File: config.mk
export PLATFORM = sky130hd
export DESIGN_NAME = qpt_timers
export DESIGN_NICKNAME = d
export VERILOG_FILES = /design/src/verilog/qpt_pkg.sv /design/src/verilog/qpt_timers.sv
export SDC_FILE = /design/constraint.sdc
export NUM_CORES = 1
export LEC_CHECK = 0
export BUFFER_PORTS_ARGS = -buffer_cell sky130_fd_sc_hd__buf_2
export CAP_MARGIN = 0
export CORE_MARGIN = 2
export CORE_UTILIZATION = 52
export DETAILED_ROUTE_END_ITERATION = 8
export HOLD_SLACK_MARGIN = 0.02
export PLACE_DENSITY = 0.75
export SLEW_MARGIN = 20
export SYNTH_ARGS = -nofsm -noshare
export SYNTH_HDL_FRONTEND = slang
export SYNTH_SLANG_ARGS = --single-unit
File: constraint.sdc
create_clock -name sys_clk_i -period 2.6 [get_ports sys_clk_i]
set_clock_uncertainty 0.1 [all_clocks]
set_input_delay 0.65 -clock sys_clk_i [delete_from_list [all_inputs] [get_ports sys_clk_i]]
set_output_delay 0.65 -clock sys_clk_i [all_outputs]
set_load 0.05 [all_outputs]
File: src/verilog/qpt_pkg.sv
// package for the quad prescaled timers: mode codes, prescale table, carriers
package qpt_pkg;

	// counter and data width
	localparam int QPT_CNT_W = 8;

	// number of timers, and the two that have auxiliary inputs
	localparam int QPT_NUM = 4;
	localparam int QPT_NUM_AUX = 2;

	// timer indices
	localparam int QPT_TA = 0;
	localparam int QPT_TB = 1;
	localparam int QPT_TC = 2;
	localparam int QPT_TD = 3;

	// mode field positions for timers a and b
	localparam int QPT_MODE_HI = 3;
	localparam int QPT_PS_HI = 2;

	// mode codes
	localparam logic [3:0] QPT_MODE_STOP = 4'h0;
	localparam logic [3:0] QPT_MODE_EVENT = 4'h8;

	// prescale divisors, selected by the low three mode bits
	localparam logic [7:0] QPT_PS_1 = 8'h04;
	localparam logic [7:0] QPT_PS_2 = 8'h0a;
	localparam logic [7:0] QPT_PS_3 = 8'h10;
	localparam logic [7:0] QPT_PS_4 = 8'h32;
	localparam logic [7:0] QPT_PS_5 = 8'h40;
	localparam logic [7:0] QPT_PS_6 = 8'h64;
	localparam logic [7:0] QPT_PS_7 = 8'hc8;
	localparam logic [7:0] QPT_PS_NONE = 8'h01;

	// counter value that triggers reload and timeout
	localparam logic [7:0] QPT_CNT_ONE = 8'h01;

	// reset values
	localparam logic [7:0] QPT_CNT_RST = 8'h00;
	localparam logic [7:0] QPT_PRE_RST = 8'h00;

	// decoded operating mode
	typedef enum logic [1:0] {
		QPT_STOPPED = 2'b00,
		QPT_DELAY = 2'b01,
		QPT_EVENT = 2'b10,
		QPT_PULSE = 2'b11
	} qpt_mode_type;

	// mode fields for all four timers
	typedef struct packed {
		logic [3:0] mode_a;
		logic [3:0] mode_b;
		logic [2:0] mode_c;
		logic [2:0] mode_d;
	} qpt_ctrl_type;

	// main counter values of all four timers
	typedef struct packed {
		logic [7:0] count_a;
		logic [7:0] count_b;
		logic [7:0] count_c;
		logic [7:0] count_d;
	} qpt_counts_type;

endpackage

File: src/verilog/qpt_timers.sv
// four prescaled 8-bit down-counter timers with delay, pulse-width and event modes
// How it works
// - four 8-bit prescaled down counters, shared timer clock
// - output toggles on each timeout, a and b forced low by a clear, holds otherwise
// - a and b full modes; c, d delay
// - delay: prescaler runs, each pulse decrements counter
// - at 01, next pulse reloads and times out
// - timeout reaches own channel, gated by enable
// - prescale change: first timeout irregular, then correct
// - reload 01 every pulse; 00 every 256
// - pulse width: count only while aux active
// - channels four, three follow aux in aux modes
// - edge bit sets aux active level
// - pulse width interrupt on opposite transition
// - data write while active waits for 01
// - leaving pulse mode restores normal edge sense
// - event mode: no prescaler, aux edges count
// - edge bit one rising, zero falling counts
// - edge bit change may yield spurious count
// - event edges also raise borrowed channel interrupt
// - a, b decode four-bit mode field
// - c, d decode three-bit mode field
// - stopped write loads counter; running write deferred
// - stop keeps counter, drops prescaler residue
`timescale 1ns/10ps
`default_nettype none

module qpt_timers
	import qpt_pkg::*;
(
	input wire logic sys_clk_i,
	input wire logic rst_i,
	input wire logic ce_i,
	input wire logic timer_clk_i,
	input wire logic timer_a_aux_input_i,
	input wire logic timer_b_aux_input_i,
	input wire logic gpio_line_four_i,
	input wire logic gpio_line_three_i,
	input wire logic edge_bit_line_four_i,
	input wire logic edge_bit_line_three_i,
	input wire qpt_ctrl_type ctrl_i,
	input wire logic [3:0] data_wr_i,
	input wire logic [7:0] data_i,
	input wire logic [1:0] out_clear_i,
	input wire logic [3:0] timer_irq_enable_i,
	input wire logic [1:0] line_irq_enable_i,
	output logic [3:0] timer_out_o,
	output logic [3:0] timer_irq_o,
	output logic [1:0] line_irq_o,
	output qpt_counts_type counts_o
);

	////////////////////////////////////////////////////////////////////////
	// decoding helpers

	// operating mode from a four-bit field; c and d arrive with bit 3 low
	function automatic qpt_mode_type mode_of(input logic [3:0] m);
		qpt_mode_type r;
		r = QPT_DELAY;
		if (m == QPT_MODE_STOP) begin
			r = QPT_STOPPED;
		end else if (m == QPT_MODE_EVENT) begin
			r = QPT_EVENT;
		end else if (m[QPT_MODE_HI]) begin
			r = QPT_PULSE;
		end
		return r;
	endfunction

	// a level that is high now and was low at the previous sample; the arm
	// input keeps reset values from being taken for real edges
	function automatic logic [1:0] rise_of(input logic [1:0] cur, input logic [1:0] prev,
		input logic armed);
		return cur & ~prev & {2{armed}};
	endfunction

	// prescale divisor from the low three bits of the field
	function automatic logic [7:0] prescale_of(input logic [3:0] m);
		logic [7:0] r;
		r = QPT_PS_NONE;
		case (m[QPT_PS_HI:0])
			3'h1: r = QPT_PS_1;
			3'h2: r = QPT_PS_2;
			3'h3: r = QPT_PS_3;
			3'h4: r = QPT_PS_4;
			3'h5: r = QPT_PS_5;
			3'h6: r = QPT_PS_6;
			3'h7: r = QPT_PS_7;
			default: r = QPT_PS_NONE;
		endcase
		return r;
	endfunction

	////////////////////////////////////////////////////////////////////////
	// state

	logic tclk_q;
	logic [1:0] aux_meta;
	logic [1:0] aux_sync;
	logic [1:0] ev_level_q;
	logic [1:0] line_level_q;
	logic [3:0] mode_q [QPT_NUM];
	logic [7:0] pre [QPT_NUM];
	logic [7:0] cnt [QPT_NUM];
	logic [7:0] data_reg [QPT_NUM];
	logic [3:0] out_q;
	// shift of ones after reset; its top bit arms the edge detectors
	logic [2:0] settle;

	// combinational per-timer terms
	logic tick;
	logic [3:0] mode_field [QPT_NUM];
	qpt_mode_type mode_now [QPT_NUM];
	logic [7:0] ps_now [QPT_NUM];
	logic [3:0] advance;
	logic [3:0] pre_wrap;
	logic [3:0] count_pulse;
	logic [3:0] timeout;
	logic [1:0] edge_bit;
	logic [1:0] aux_active;
	logic [1:0] ev_level;
	logic [1:0] ev_rise;
	logic [1:0] line_src;
	logic [1:0] line_level;

	// widen c and d mode fields; their top bit stays low so they only see stop or delay
	assign mode_field[QPT_TA] = ctrl_i.mode_a;
	assign mode_field[QPT_TB] = ctrl_i.mode_b;
	assign mode_field[QPT_TC] = {1'b0, ctrl_i.mode_c};
	assign mode_field[QPT_TD] = {1'b0, ctrl_i.mode_d};

	// bit 0 serves timer a, bit 1 timer b, in the order of the aux inputs
	assign edge_bit = {edge_bit_line_three_i, edge_bit_line_four_i};

	// timer clock taken as a sampled level; its rising edge is one timer tick
	assign tick = timer_clk_i & ~tclk_q;

	////////////////////////////////////////////////////////////////////////
	// auxiliary input conditioning

	// level at which the aux input enables counting, and the event level
	// compared against the edge bit, so an edge bit write can look like an edge
	always_comb begin
		for (int j = 0; j < QPT_NUM_AUX; j++) begin
			aux_active[j] = ~(aux_sync[j] ^ edge_bit[j]);
			ev_level[j] = aux_active[j];
		end
	end

	// an event is a rise of that level, once the synchronisers are armed
	assign ev_rise = rise_of(ev_level, ev_level_q, settle[2]);

	// interrupt source of the borrowed channels: aux in aux modes, else gpio
	always_comb begin
		for (int j = 0; j < QPT_NUM_AUX; j++) begin
			line_src[j] = (mode_now[j] == QPT_PULSE || mode_now[j] == QPT_EVENT) ?
				aux_sync[j] : (j == 0 ? gpio_line_four_i : gpio_line_three_i);
			// pulse width mode flips the sense so the pulse end interrupts
			line_level[j] = ~(line_src[j] ^ edge_bit[j]) ^
				(mode_now[j] == QPT_PULSE);
		end
	end

	////////////////////////////////////////////////////////////////////////
	// per-timer count pulse decoding

	always_comb begin
		for (int i = 0; i < QPT_NUM; i++) begin
			mode_now[i] = mode_of(mode_field[i]);
			ps_now[i] = prescale_of(mode_field[i]);
			advance[i] = 1'b0;
			count_pulse[i] = 1'b0;
			case (mode_now[i])
				QPT_DELAY: begin
					advance[i] = tick;
				end
				QPT_PULSE: begin
					// only a and b reach here; c, d never carry bit 3
					advance[i] = tick & aux_active[i[0]];
				end
				QPT_EVENT: begin
					count_pulse[i] = ev_rise[i[0]];
				end
				default: begin
					advance[i] = 1'b0;
				end
			endcase
			pre_wrap[i] = advance[i] & (pre[i] == ps_now[i] - 8'h01);
			if (mode_now[i] == QPT_DELAY || mode_now[i] == QPT_PULSE) begin
				count_pulse[i] = pre_wrap[i];
			end
			timeout[i] = count_pulse[i] & (cnt[i] == QPT_CNT_ONE);
		end
	end

	////////////////////////////////////////////////////////////////////////
	// input sampling and synchronisers

	// two flops per aux input; the first is read by the second only
	always_ff @(posedge sys_clk_i) begin
		if (rst_i) begin
			aux_meta <= 2'h0;
			aux_sync <= 2'h0;
		end else if (ce_i) begin
			aux_meta <= {timer_b_aux_input_i, timer_a_aux_input_i};
			aux_sync <= aux_meta;
		end
	end

	// edge detectors stay disarmed until the synchroniser and previous-level
	// flops hold real samples; their zero reset would otherwise read as an
	// edge on any line that idles at the opposite level
	always_ff @(posedge sys_clk_i) begin
		if (rst_i) begin
			settle <= 3'h0;
		end else if (ce_i) begin
			settle <= {settle[1:0], 1'b1};
		end
	end

	// previous levels for tick and edge detection
	always_ff @(posedge sys_clk_i) begin
		if (rst_i) begin
			tclk_q <= 1'b0;
			ev_level_q <= 2'h0;
			line_level_q <= 2'h0;
		end else if (ce_i) begin
			tclk_q <= timer_clk_i;
			ev_level_q <= ev_level;
			line_level_q <= line_level;
		end
	end

	////////////////////////////////////////////////////////////////////////
	// prescalers

	// a stop, an event mode or a new mode field clears the residue; the first
	// interval after a change is therefore irregular, and can be longer than the new one
	always_ff @(posedge sys_clk_i) begin
		if (rst_i) begin
			for (int i = 0; i < QPT_NUM; i++) begin
				pre[i] <= QPT_PRE_RST;
				mode_q[i] <= QPT_MODE_STOP;
			end
		end else if (ce_i) begin
			for (int i = 0; i < QPT_NUM; i++) begin
				mode_q[i] <= mode_field[i];
				if (mode_now[i] == QPT_STOPPED || mode_now[i] == QPT_EVENT) begin
					pre[i] <= QPT_PRE_RST;
				end else if (mode_field[i] != mode_q[i]) begin
					pre[i] <= QPT_PRE_RST;
				end else if (pre_wrap[i]) begin
					pre[i] <= QPT_PRE_RST;
				end else if (advance[i]) begin
					pre[i] <= pre[i] + 8'h01;
				end
			end
		end
	end

	////////////////////////////////////////////////////////////////////////
	// data registers and main counters

	always_ff @(posedge sys_clk_i) begin
		if (rst_i) begin
			for (int i = 0; i < QPT_NUM; i++) begin
				data_reg[i] <= QPT_CNT_RST;
				cnt[i] <= QPT_CNT_RST;
			end
		end else if (ce_i) begin
			for (int i = 0; i < QPT_NUM; i++) begin
				if (data_wr_i[i]) begin
					data_reg[i] <= data_i;
				end
				if (data_wr_i[i] && mode_now[i] == QPT_STOPPED) begin
					cnt[i] <= data_i;
				end else if (timeout[i]) begin
					// reload from the held register; a running write waits here
					cnt[i] <= data_reg[i];
				end else if (count_pulse[i]) begin
					// 00 wraps to ff, giving 256 pulses per timeout
					cnt[i] <= cnt[i] - 8'h01;
				end
			end
		end
	end

	////////////////////////////////////////////////////////////////////////
	// outputs

	// output lines toggle on timeout; a and b can be forced low by a clear
	always_ff @(posedge sys_clk_i) begin
		if (rst_i) begin
			out_q <= 4'h0;
		end else if (ce_i) begin
			for (int i = 0; i < QPT_NUM; i++) begin
				if (i < QPT_NUM_AUX && out_clear_i[i[0]]) begin
					out_q[i] <= 1'b0;
				end else if (timeout[i]) begin
					out_q[i] <= ~out_q[i];
				end
			end
		end
	end

	// timeout pulses, gated by each channel's enable
	always_ff @(posedge sys_clk_i) begin
		if (rst_i) begin
			timer_irq_o <= 4'h0;
		end else if (ce_i) begin
			timer_irq_o <= timeout & timer_irq_enable_i;
		end else begin
			// a frozen block holds no pulse high across stalled cycles
			timer_irq_o <= 4'h0;
		end
	end

	// borrowed channel pulses; event-mode aux edges land here as the same rise
	always_ff @(posedge sys_clk_i) begin
		if (rst_i) begin
			line_irq_o <= 2'h0;
		end else if (ce_i) begin
			line_irq_o <= rise_of(line_level, line_level_q, settle[2]) &
				line_irq_enable_i;
		end else begin
			line_irq_o <= 2'h0;
		end
	end

	// counts and outputs wired straight from their flops
	assign timer_out_o = out_q;
	assign counts_o.count_a = cnt[QPT_TA];
	assign counts_o.count_b = cnt[QPT_TB];
	assign counts_o.count_c = cnt[QPT_TC];
	assign counts_o.count_d = cnt[QPT_TD];

endmodule

`default_nettype wire
Yosys cells after proc, flatten, opt, wreduce, memory -nomap -nowiden
Memory sizes are Yosys's and may differ from the RTL's.
Cells that the tools add are included.
{"block": "totals", "reg_bits": 22, "ramBits": 112, "inputBits": 44, "output_inout_bits": 42, "elab_cells": 417, "mem_count": 4}
{"block": "classes", "n_addsub": 12, "eq_ne": 54, "muxes": 235, "bitwise": 71, "n_reduce_logical": 29}
{"memory": "cnt", "depth": 4, "word_bits": 8, "rd": 4, "rd_ports_with_merged_regs": 0, "wr": 4, "line_no": "qpt_timers.sv:104", "source": "logic [7:0] cnt [QPT_NUM];"}
{"memory": "data_reg", "depth": 4, "word_bits": 8, "rd": 4, "rd_ports_with_merged_regs": 0, "wr": 4, "line_no": "qpt_timers.sv:105", "source": "logic [7:0] data_reg [QPT_NUM];"}
{"memory": "pre", "depth": 4, "word_bits": 8, "rd": 4, "rd_ports_with_merged_regs": 0, "wr": 4, "line_no": "qpt_timers.sv:103", "source": "logic [7:0] pre [QPT_NUM];"}
{"memory": "mode_q", "depth": 4, "word_bits": 4, "rd": 4, "rd_ports_with_merged_regs": 0, "wr": 4, "line_no": "qpt_timers.sv:102", "source": "logic [3:0] mode_q [QPT_NUM];"}
{"op": "$mux 8", "count": 32}
{"op": "$pmux 8 s7", "count": 4}
{"op": "$mux 1", "count": 185}
{"op": "$sub 8x1->8 const B", "count": 8}
{"op": "$eq 3x3->1 const B", "count": 16}
{"op": "$or 1x1->1", "count": 36}
{"op": "$add 8x1->8 const B", "count": 4}
{"op": "$eq 8x1->1 const B", "count": 4}
{"op": "$eq 8x8->1", "count": 4}
{"op": "$eq 3x2->1 const B", "count": 8}
{"op": "$eq 2x2->1 const B", "count": 8}
{"op": "$logic_not 4->1", "count": 4}
{"op": "$mux 4", "count": 4}
{"op": "$eq 3x1->1 const B", "count": 4}
{"op": "$mux 2", "count": 6}
{"op": "$and 1x1->1", "count": 11}
{"op": "$and 2x2->2", "count": 5}
{"op": "$logic_or 1x1->1", "count": 10}
{"op": "$not 1->1", "count": 10}
{"op": "$eq 2x1->1 const B", "count": 4}
{"op": "$eq 4x4->1 const B", "count": 2}
{"op": "$logic_not 2->1", "count": 4}
{"op": "$ne 3x4->1", "count": 2}
{"op": "$ne 4x4->1", "count": 2}
{"op": "other kinds (8)", "count": 24}

Depth between registers and ports, before layout
Gate-level depths: netlist (run 1).
{"block": "logic_depth", "word_depth": 15, "ltp_mapped": 8, "mapped_depth_nobuf": 8}

Worst setup path before layout (run 1)
No wires, ideal clock.
{"block": "synth_path", "path_type": "input port to flip-flop", "from": "in ctrl_i[3] in the netlist's numbering", "to": "mem cnt[2][0], enable pin", "setup_time_ns": 0.294, "t_arrival_ns": 2.354, "required_time_ns": 2.206, "path_slack_ns": -0.149, "stages": 8, "n_path_buf": 2, "path_cell_list": "buf_2 or3_1 clkbuf_1 nand3b_1 a21boi_0 o2111ai_1 nor3_2 or3_1"}
{"element": "from (decl)", "line_no": "qpt_timers.sv:41", "source": "input wire qpt_ctrl_type ctrl_i,"}
{"element": "to (decl)", "line_no": "qpt_timers.sv:104"}

==> results of run 1 <==
==> power by group through the flow <==
stage	combinational (mW)	clock, mW	sequential (mW)
finish	0.697	2.35	2.52
floorplan	0.392	0	2.60
CTS	0.694	2.38	2.52
detailed placement	0.689	0	2.56
global route	0.762	2.47	2.53
global placement	0.679	0	2.56
==> stage by stage <==
step                      cell area (sq um)  hold slack, ns  total power [mW]  setup TNS (ns)  instances
final                                  9600           0.330              5.57               0       1144
after CTS                              9590           0.331              5.59               0       1143
after floorplan                        7960           0.297              2.99        -0.00517        808
after global placement                 9020           0.313              3.23           -1.03       1111
after global routing                   9600           0.349              5.76               0       1144
after detailed placement               9020           0.324              3.25           -1.68       1111
==> logic make-up (layout without fill, tap and decap cells) <==
| logic type | Yosys count | count (layout) |
|---|---|---|
| simple gates | 342 | 342 |
| xor+xnor | 62 | 62 |
| buf+inv | 68 | 215 |
| flops | 132 | 132 |
| mux | 17 | 17 |
| fa+ha+maj | 12 | 12 |
| other cells | 0 | 1 |
| compound gates | 175 | 175 |
==> layout by cell type, fill, tap and decap left out, types with 7 or more instances in the layout <==
cell type / instances
o21ai_1: 8
xnor2_1: 29
and2_1: 25
o211ai_1: 8
a21oi_1: 45
buf_4: 69
buf_2: 85
xor2_1: 33
a22oi_1: 7
a31oi_1: 7
o21ai_0: 32
or3_1: 12
nand2b_1: 13
nand3_1: 24
nand3b_1: 7
nor3_1: 29
inv_1: 25
nand2_1: 58
ha_1: 11
and3_1: 37
a22o_1: 10
clkbuf_16: 17
dfxtp_1: 22
nor2_1: 89
edfxtp_1: 110
mux2i_1: 12
==> layer usage <==
metal | track usage (%) | up-vias
li1 | - | 3252
met1 | 33.3 | 3177
met2 | 38.2 | 221
met3 | 4.10 | 35
met4 | 10.2 | 0
met5 | 0 | -
==> layout make-up <==
class / count / share of cell area [%]
Clock inverter: 13 / 1.39
Antenna cell: 1 / 0.0261
Timing Repair Buffer: 157 / 10.4
Inverter: 26 / 1.02
Clock buffer: 19 / 4.61
Multi-Input combinational cell: 608 / 41.1
Tap cell: 188 / 2.45
Sequential cell: 132 / 39.0
==> worst paths after layout <==
path / from / end / slack, ns / cells past startpoint
setup / recovery: pre[0][1]$_SDFFCE_PN0P_ / cnt[0][2]$_SDFFCE_PN0P_ / 0.10 / 8
hold reg to reg: line_level_q[1]$_SDFFE_PP0P_ / line_irq_o[1]$_SDFF_PN0_ / 0.33 / 1
hold / removal: line_level_q[1]$_SDFFE_PP0P_ / line_irq_o[1]$_SDFF_PN0_ / 0.33 / 1
setup reg to reg: pre[0][1]$_SDFFCE_PN0P_ / cnt[0][2]$_SDFFCE_PN0P_ / 0.10 / 8
==> synthesized netlist by cell type (all sizes together) (4+ instances only) <==
library cell    n  share of area (%)
edfxtp        110                 42
nor2           91                4.4
nand2          59                2.8
a21oi          45                2.8
o21ai          41                2.6
and3           38                3.1
xor2           33                3.6
nor3           30                2.0
xnor2          29                3.2
inv            26                1.2
and2           25                2.0
nand3          24                1.5
clkbuf         22                1.0
dfxtp          22                5.6
buf            20                1.3
nand2b         13                1.0
or3            13                1.0
ha             12                1.9
mux2i          12                1.5
a22o           10                1.1
o211ai          9               0.91
a22oi           7               0.66
a31oi           7               0.55
nand3b          7               0.66
a21o            6               0.57
a222oi          6               0.76
nor4            6               0.66
a221oi          5               0.71
mux2            5               0.76
nor2b           5               0.39
nor4b           5               0.93
o2111ai         5               0.55
o31ai           5               0.47
a211oi          4               0.38
or3b            4               0.44
or4             4               0.38
==> repair_timing <==
action	4_1_cts	5_1_grt
gates resized for setup	0	1
buffers inserted	0	0
endpoints found under the hold margin	0	0
endpoints found under the setup margin	0	2
==> critical path, stage by stage (launching register included) <==
cell and delay [ns]:
edfxtp_1 0.48, and3_1 0.24, o211ai_1 0.18, a21oi_1 0.13
o211ai_1 0.40, buf_4 0.26, buf_12 0.12, mux2i_1 0.20
a21oi_1 0.11
==> metrics list, run 1 <==
- Share of the clock period used by the worst path: a little over nine tenths
* Final global-route overflow total: 0
* Type of origin of the critical path: flop
- STA puts the critical path data required time at between 2 and 3 ns.
- Once routing completed, OpenROAD measured the worst setup slack at around 0.10 ns.
- Switching power: roughly 1.5 mW
- In this run the static leakage power is around 3.9 nW.
- Data on the critical path arrives at its endpoint at between 2 and 3 ns.
- Synth Area per Inst: 9.82 sq um
* Utilization of the core after routing: around 64%
- Post-synthesis xor/xnor area fraction: between 6 and 7%
- Hold repair after CTS inserted 0 buffers.
- Wire length of the first global-routing pass: approximately 31000 microns
* RSZ-0062 raised after global routing: no
- VDD sags by at most between 500 and 600 uV.
* Initial antenna violation count: 1
- Across the run, the number of max-cap violations was 0.
- In this run the count of I/O pins placed on the die edge is 86.
- Deepest clock path buffer count: 2
- After filler insertion, the fill cell instance count of the layout stands at between 1000 and 1500.
- Y dimension of the die: 128 microns
* Worst slew margin relative to its limit: 62.8%
* Area grow syn2layout: 21.1%
- Summing the areas of all fa, ha and maj instances in the mapped netlist gives 1.89% of the synthesized area.
* Final period demand of the worst path: approximately 2.5 ns
- Later-pin clock latency in the skew report: roughly 0.42 ns
* Net switching fraction of the power: 26.1%
- Outcome: completed
- The highest metal layer carrying signal wires in the routed design is met4.
* Half-perimeter wire length after placement: around 14000 microns
- Number of rows created at floorplan: between 40 and 50
- Combinational cells account for between 10% and 20% of the total power.
- #FFs+latches synth: about 130
* Simple-gate share of the synthesized area: 23.0%
- For this block, the routed nets add up to roughly 19000 microns of wire.
- Routed length on met1: 8740 microns
* Initial Utilization: 52.8%
- At the placement stage, the worst setup path has a slack of -0.102 ns.
* First-pass iteration count of the detailed router: 5
* Core Region: ~15000 sq um
* CTS Root Buffer Type: clkbuf_16
- In the final layout, the multi-input gates occupy ~4000 sq um.
* Area of the die: about 16000 sq um
- The final number of max-transition violations came to 0.
- The routed layout has ~6700 vias.
* Cells after synthesis: 808
* Dominant synthesized flop cell: edfxtp_1
- Summing all flip-flop and latch instances after layout gives around 3700 sq um.
* # nets final: ~1000
- The detail route stage leaves a number of antenna-violating nets equal to 0.
- Derived from the worst setup path, the maximum achievable clock frequency is about 0.4 GHz.
* Fraction of synthesis flops using an asynchronous set or reset pin: 0%
- Input and output buffers added on the ports amount to between 80 and 90.
* Drc violations: 0
- Of all nets on the critical path, the largest fanout is 7.
* CTS clk-pin slew, worst paths: approximately 0.06 ns
- Final hold viol count: 0
* Net Count, Synth: about 860
- Fraction of the yosys area taken by sequential cells: between 40% and 50%
- TritonCTS buffer count: 17
* Internal power: between 4 and 5 mW
- In the routed layout, each cell is associated on average with a via count of just under 6.
* Initial DRC count: between 600 and 700
* Mapped cell area: about 7900 sq um
- Post-synth EDFFs: 110
* Type of the worst setup path: reg2reg
- Final setup violation count: 0
- Length of routed met2 wiring: around 9000 microns
- Routed WL per cell: roughly 17 microns
- Length of routed met3 wiring: between 1000 and 1500 microns
- DIE WIDTH: ~130 microns
- Clock tree synthesis found a total of approximately 130 sinks.
* Fraction of power consumed by the clock network: 42.3%
- Clock tree from TritonCTS: yes
- Power share of the sequential group: 45.2%
* Layout cell share with drive strength beyond 1: a little under a quarter
- The congestion estimate from routability-driven global placement came to ~0.86.
* Mux contribution to synthesized area: 2.27%
- Overall fraction of global-route tracks in use: 24.3%
- The path class of the tightest hold or removal check is reg2reg.
- Post-synthesis compound-gate area fraction: between 10% and 20%
* Number of unique standard cell types used by synthesis: just over 70
- Worst-margin pin slew: between 0.5 and 0.6 ns
* Areal power density over the cells: between 500 and 600 nW/um^2
* Dominant combinational cell family by area after synthesis: simple AND/OR/NAND/NOR gates
- Count of yosys warnings during synthesis: 0
- Via count of the first global-routing pass: a little over 6000
* CTS H-Tree Depth: 4
* Crit. End Element: flop
- Entering global routing, the biggest net connects 43 pins.
Note: power is estimated with default switching activity, not from simulation.
==> inputs of run 2 (changes only) <==
==> constraint.sdc (replaced) <==
create_clock -name sys_clk_i -period 2.6 [get_ports sys_clk_i]
set_clock_uncertainty 0.1 [all_clocks]
set_input_delay 0.52 -clock sys_clk_i [delete_from_list [all_inputs] [get_ports sys_clk_i]]
set_output_delay 0.52 -clock sys_clk_i [all_outputs]
set_load 0.05 [all_outputs]
==> run 2 against run 1 <==
Non-clock buffer count down 11. Critical endpoint is now cnt[0][4]$_SDFFCE_PN0P_. Clock power is 8.9% higher. Sequential share of layout area up 0.27 points.
==> metrics list, run 2 (synthesis results as in run 1) <==
- Filler cell count in the final layout: 1214 (-2.9%)
* Utilization of the core after routing: 63.4% (-0.44 points)
* Total detailed-routing wirelength: 19600 microns (+1.6%)
- Half-perimeter wire length after placement: 13800 microns (+0.35%)
- Area of the multi-input gates: 3930 sq um (-0.35%)
- The length of the first detailed-routing pass in iterations came to 8 (+3).
- Number of antenna-violating nets in the routed design: 0 (unchanged)
- The combined buffer and inverter count along the critical path is 1 (-1).
* Number of cells on the worst hold path: 3 (+2)
* Crit. End Element: flop
* FF-to-FF setup slack: 0.11 ns (about the same)
* TritonCTS buffer count: 17 (unchanged)
* Max Cap Violations: 0 (unchanged)
* Final setup violation count: 0 (unchanged)
- Logic depth of the worst register-to-register path: 7 (-1)
- Cell with the biggest individual delay on the critical path: or4b_4
* # nets final: 987 (-1.1%)
* CTS clk-pin slew, worst paths: 0.06 ns (about the same)
* Clock tree from TritonCTS: yes
* Share of the clock period used by the worst path: 95.7% (-0.42 points)
* Class of the tightest hold or removal check: in2reg
* Deepest clock path buffer count: 2 (unchanged)
* Ports: 86 (unchanged)
* Clock sink count: 132 (unchanged)
- Worst Path Arrival: 2.55 ns (about the same)
- Last weighted congestion value of the routability-driven placer: 0.842 (-2.6%)
- The via count of the first global-routing pass was 6161 (-0.92%).
* Overall fraction of global-route tracks in use: 24.3% (+0.074 points)
* Routed WL per cell: 17.3 microns (+2.5%)
* Most common library cell in the layout ignoring fill and taps: edfxtp_1
* CTS Root Buffer Type: clkbuf_16
- Register Area: 3740 sq um (unchanged)
- For hold timing, the worst endpoint is timer_irq_o[3]$_SDFF_PN0_.
- The run finished with clean final reports.
* Number of vias per cell: 5.94 (+1.6%)
- Fmax: 0.402 GHz (+0.44%)
- The leakage power summed over all cells came to 3.86 nW (-1.1%).
* Total of hold buffers inserted after clock tree synthesis: 0 (unchanged)
- In this design, the critical path's most frequently occurring cell is a21oi_1.
- The H-tree depth was 4 (unchanged).
- Maximum number of pins on one net before global-route repair: 28 (-35%)
- Area grow syn2layout: 20.2%
* Max stage delay on crit path: 0.52 ns (+0.04 ns)
* Worst Path Required: 2.66 ns (about the same)
- The floorplan row count was 45 (unchanged).
- The worst hold path begins at timer_irq_enable_i[3].
* Final global-route overflow total: 0 (unchanged)
- Initial DRC count: 542 (-11%)
* Final hold viol count: 0 (unchanged)
* Initial antenna violation count: 1 (unchanged)
* Reg-to-reg critical path endpoint: cnt[0][4]$_SDFFCE_PN0P_
- Wire length of the first global-routing pass: 31200 microns (-0.40%)
* Highest-count cells in the layout ignoring fill and taps: edfxtp_1 (110), nor2_1 (89), buf_2 (85)
- The horizontal die dimension came to 128 microns (unchanged).
- The startpoint identified for the worst register-to-register timing path is cnt[0][1]$_SDFFCE_PN0P_.
- Broken down by cell family, the worst path's largest delay share belongs to compound AO/OA/AOI/OAI gates.
* Worst vdd ir: 451 uV (-14%)
- The initial core utilization came to 52.8% (unchanged).
- The setup total negative slack came to 0 ns (unchanged).
- The clock latency reported for the late side of the worst-skew pair came to 0.41 ns (about the same).
* Core Region: 15000 sq um (unchanged)
- The critical path is of the reg2reg type.
- Slew Viols, Final: 0 (unchanged)
- The post-route DRC violation count came to 0 (unchanged).
* Type of origin of the critical path: flop
- Y dimension of the die: 128 microns (unchanged)
- The headroom to the max-slew limit came to 61.5% (-1.3 points).
* Routed vias: 6727 (+0.63%)
- Worst-margin pin slew: 0.577 ns (+0.0196 ns)
- The count of buffers inserted at the top-level ports is 85 (unchanged).
- Maximum net fanout on the critical path: 6 (-1)
- The share of layout cells above drive strength 1 is 22.4% (-1.1 points).
- The areal power density over the cells came to 604 nW/um^2 (+4.2%).
- Series of cell instances along the critical path: inv_2 -> ha_2 -> or4b_4 -> o311ai_1 -> a21oi_1 -> a222oi_1 -> a21oi_1
- The die footprint is 16300 sq um (unchanged).
- The time the final worst path needs with I/O delays and setup was 2.49 ns (-0.0110 ns).
-- run 2: metal layers --
layer / global-route usage, % / wire [microns] / vias up
met4: 11.2 / 633 / 0
li1: - / - / 3220
met1: 32.7 / 8560 / 3206
met5: 0 / 0 / -
met3: 4.10 / 1140 / 46
met2: 38.8 / 9260 / 255
-- run 2: power breakdown --
part           leakage (nW)  internal (mW)  switching [mW]  total [mW]
logic                  2.22          0.261           0.424       0.684
clock network         0.294           1.61           0.945        2.56
registers              1.34           2.42           0.103        2.52
-- run 2: how the worst max path moves through the flow --
stage                       startpoint                           to  slack [ns]  cells after the start
2_1_floorplan  cnt[0][0]$_SDFFCE_PN0P_      cnt[0][4]$_SDFFCE_PN0P_       -0.01                      6
3_3_place_gp                 ctrl_i[6]  timer_out_o[1]$_SDFFE_PP0P_        0.01                      8
3_5_place_dp                ctrl_i[10]      cnt[0][1]$_SDFFCE_PN0P_       -0.02                      7
4_1_cts        cnt[0][1]$_SDFFCE_PN0P_      cnt[0][1]$_SDFFCE_PN0P_        0.04                      8
5_1_grt        cnt[0][1]$_SDFFCE_PN0P_      cnt[0][4]$_SDFFCE_PN0P_      -0.008                      7
6_report       cnt[0][1]$_SDFFCE_PN0P_      cnt[0][4]$_SDFFCE_PN0P_        0.11                      7
-- run 2: tightest hold or removal path, stage by stage --
cell	delay [ns]
buf_2	0.10
inv_1	0.04
nor3_1	0.04
-- run 2: area by class of cell --
| cell class | count | share of cell area, % |
|---|---|---|
| multi-input cells | 608 | 41.2 |
| clock buffers | 17 | 4.46 |
| well taps | 188 | 2.47 |
| flip-flops and latches | 132 | 39.3 |
| clock inverters | 15 | 2.16 |
| repair buffers | 146 | 9.39 |
| diodes | 1 | 0.0262 |
| inverters | 26 | 1.02 |
-- run 2: stage by stage --
| stage | hold WS, ns | total power [mW] | setup WS (ns) | instance area [sq um] | cells |
|---|---|---|---|---|---|
| finish | 0.221 | 5.76 | 0.112 | 9540 | 1133 |
| global route | 0.228 | 5.94 | -0.00806 | 9540 | 1133 |
| CTS | 0.208 | 5.77 | 0.0364 | 9500 | 1130 |
| detailed placement | 0.321 | 3.23 | -0.0201 | 8870 | 1098 |
| global placement | 0.318 | 3.22 | 0.0125 | 8870 | 1098 |
| floorplan | 0.297 | 2.99 | -0.0135 | 7940 | 808 |
-- run 2: what timing repair did --
| action | in CTS | in global routing |
|---|---|---|
| gates resized for setup | 0 | 5 |
| setup endpoints to repair | 0 | 4 |
| setup buffers | 0 | 2 |
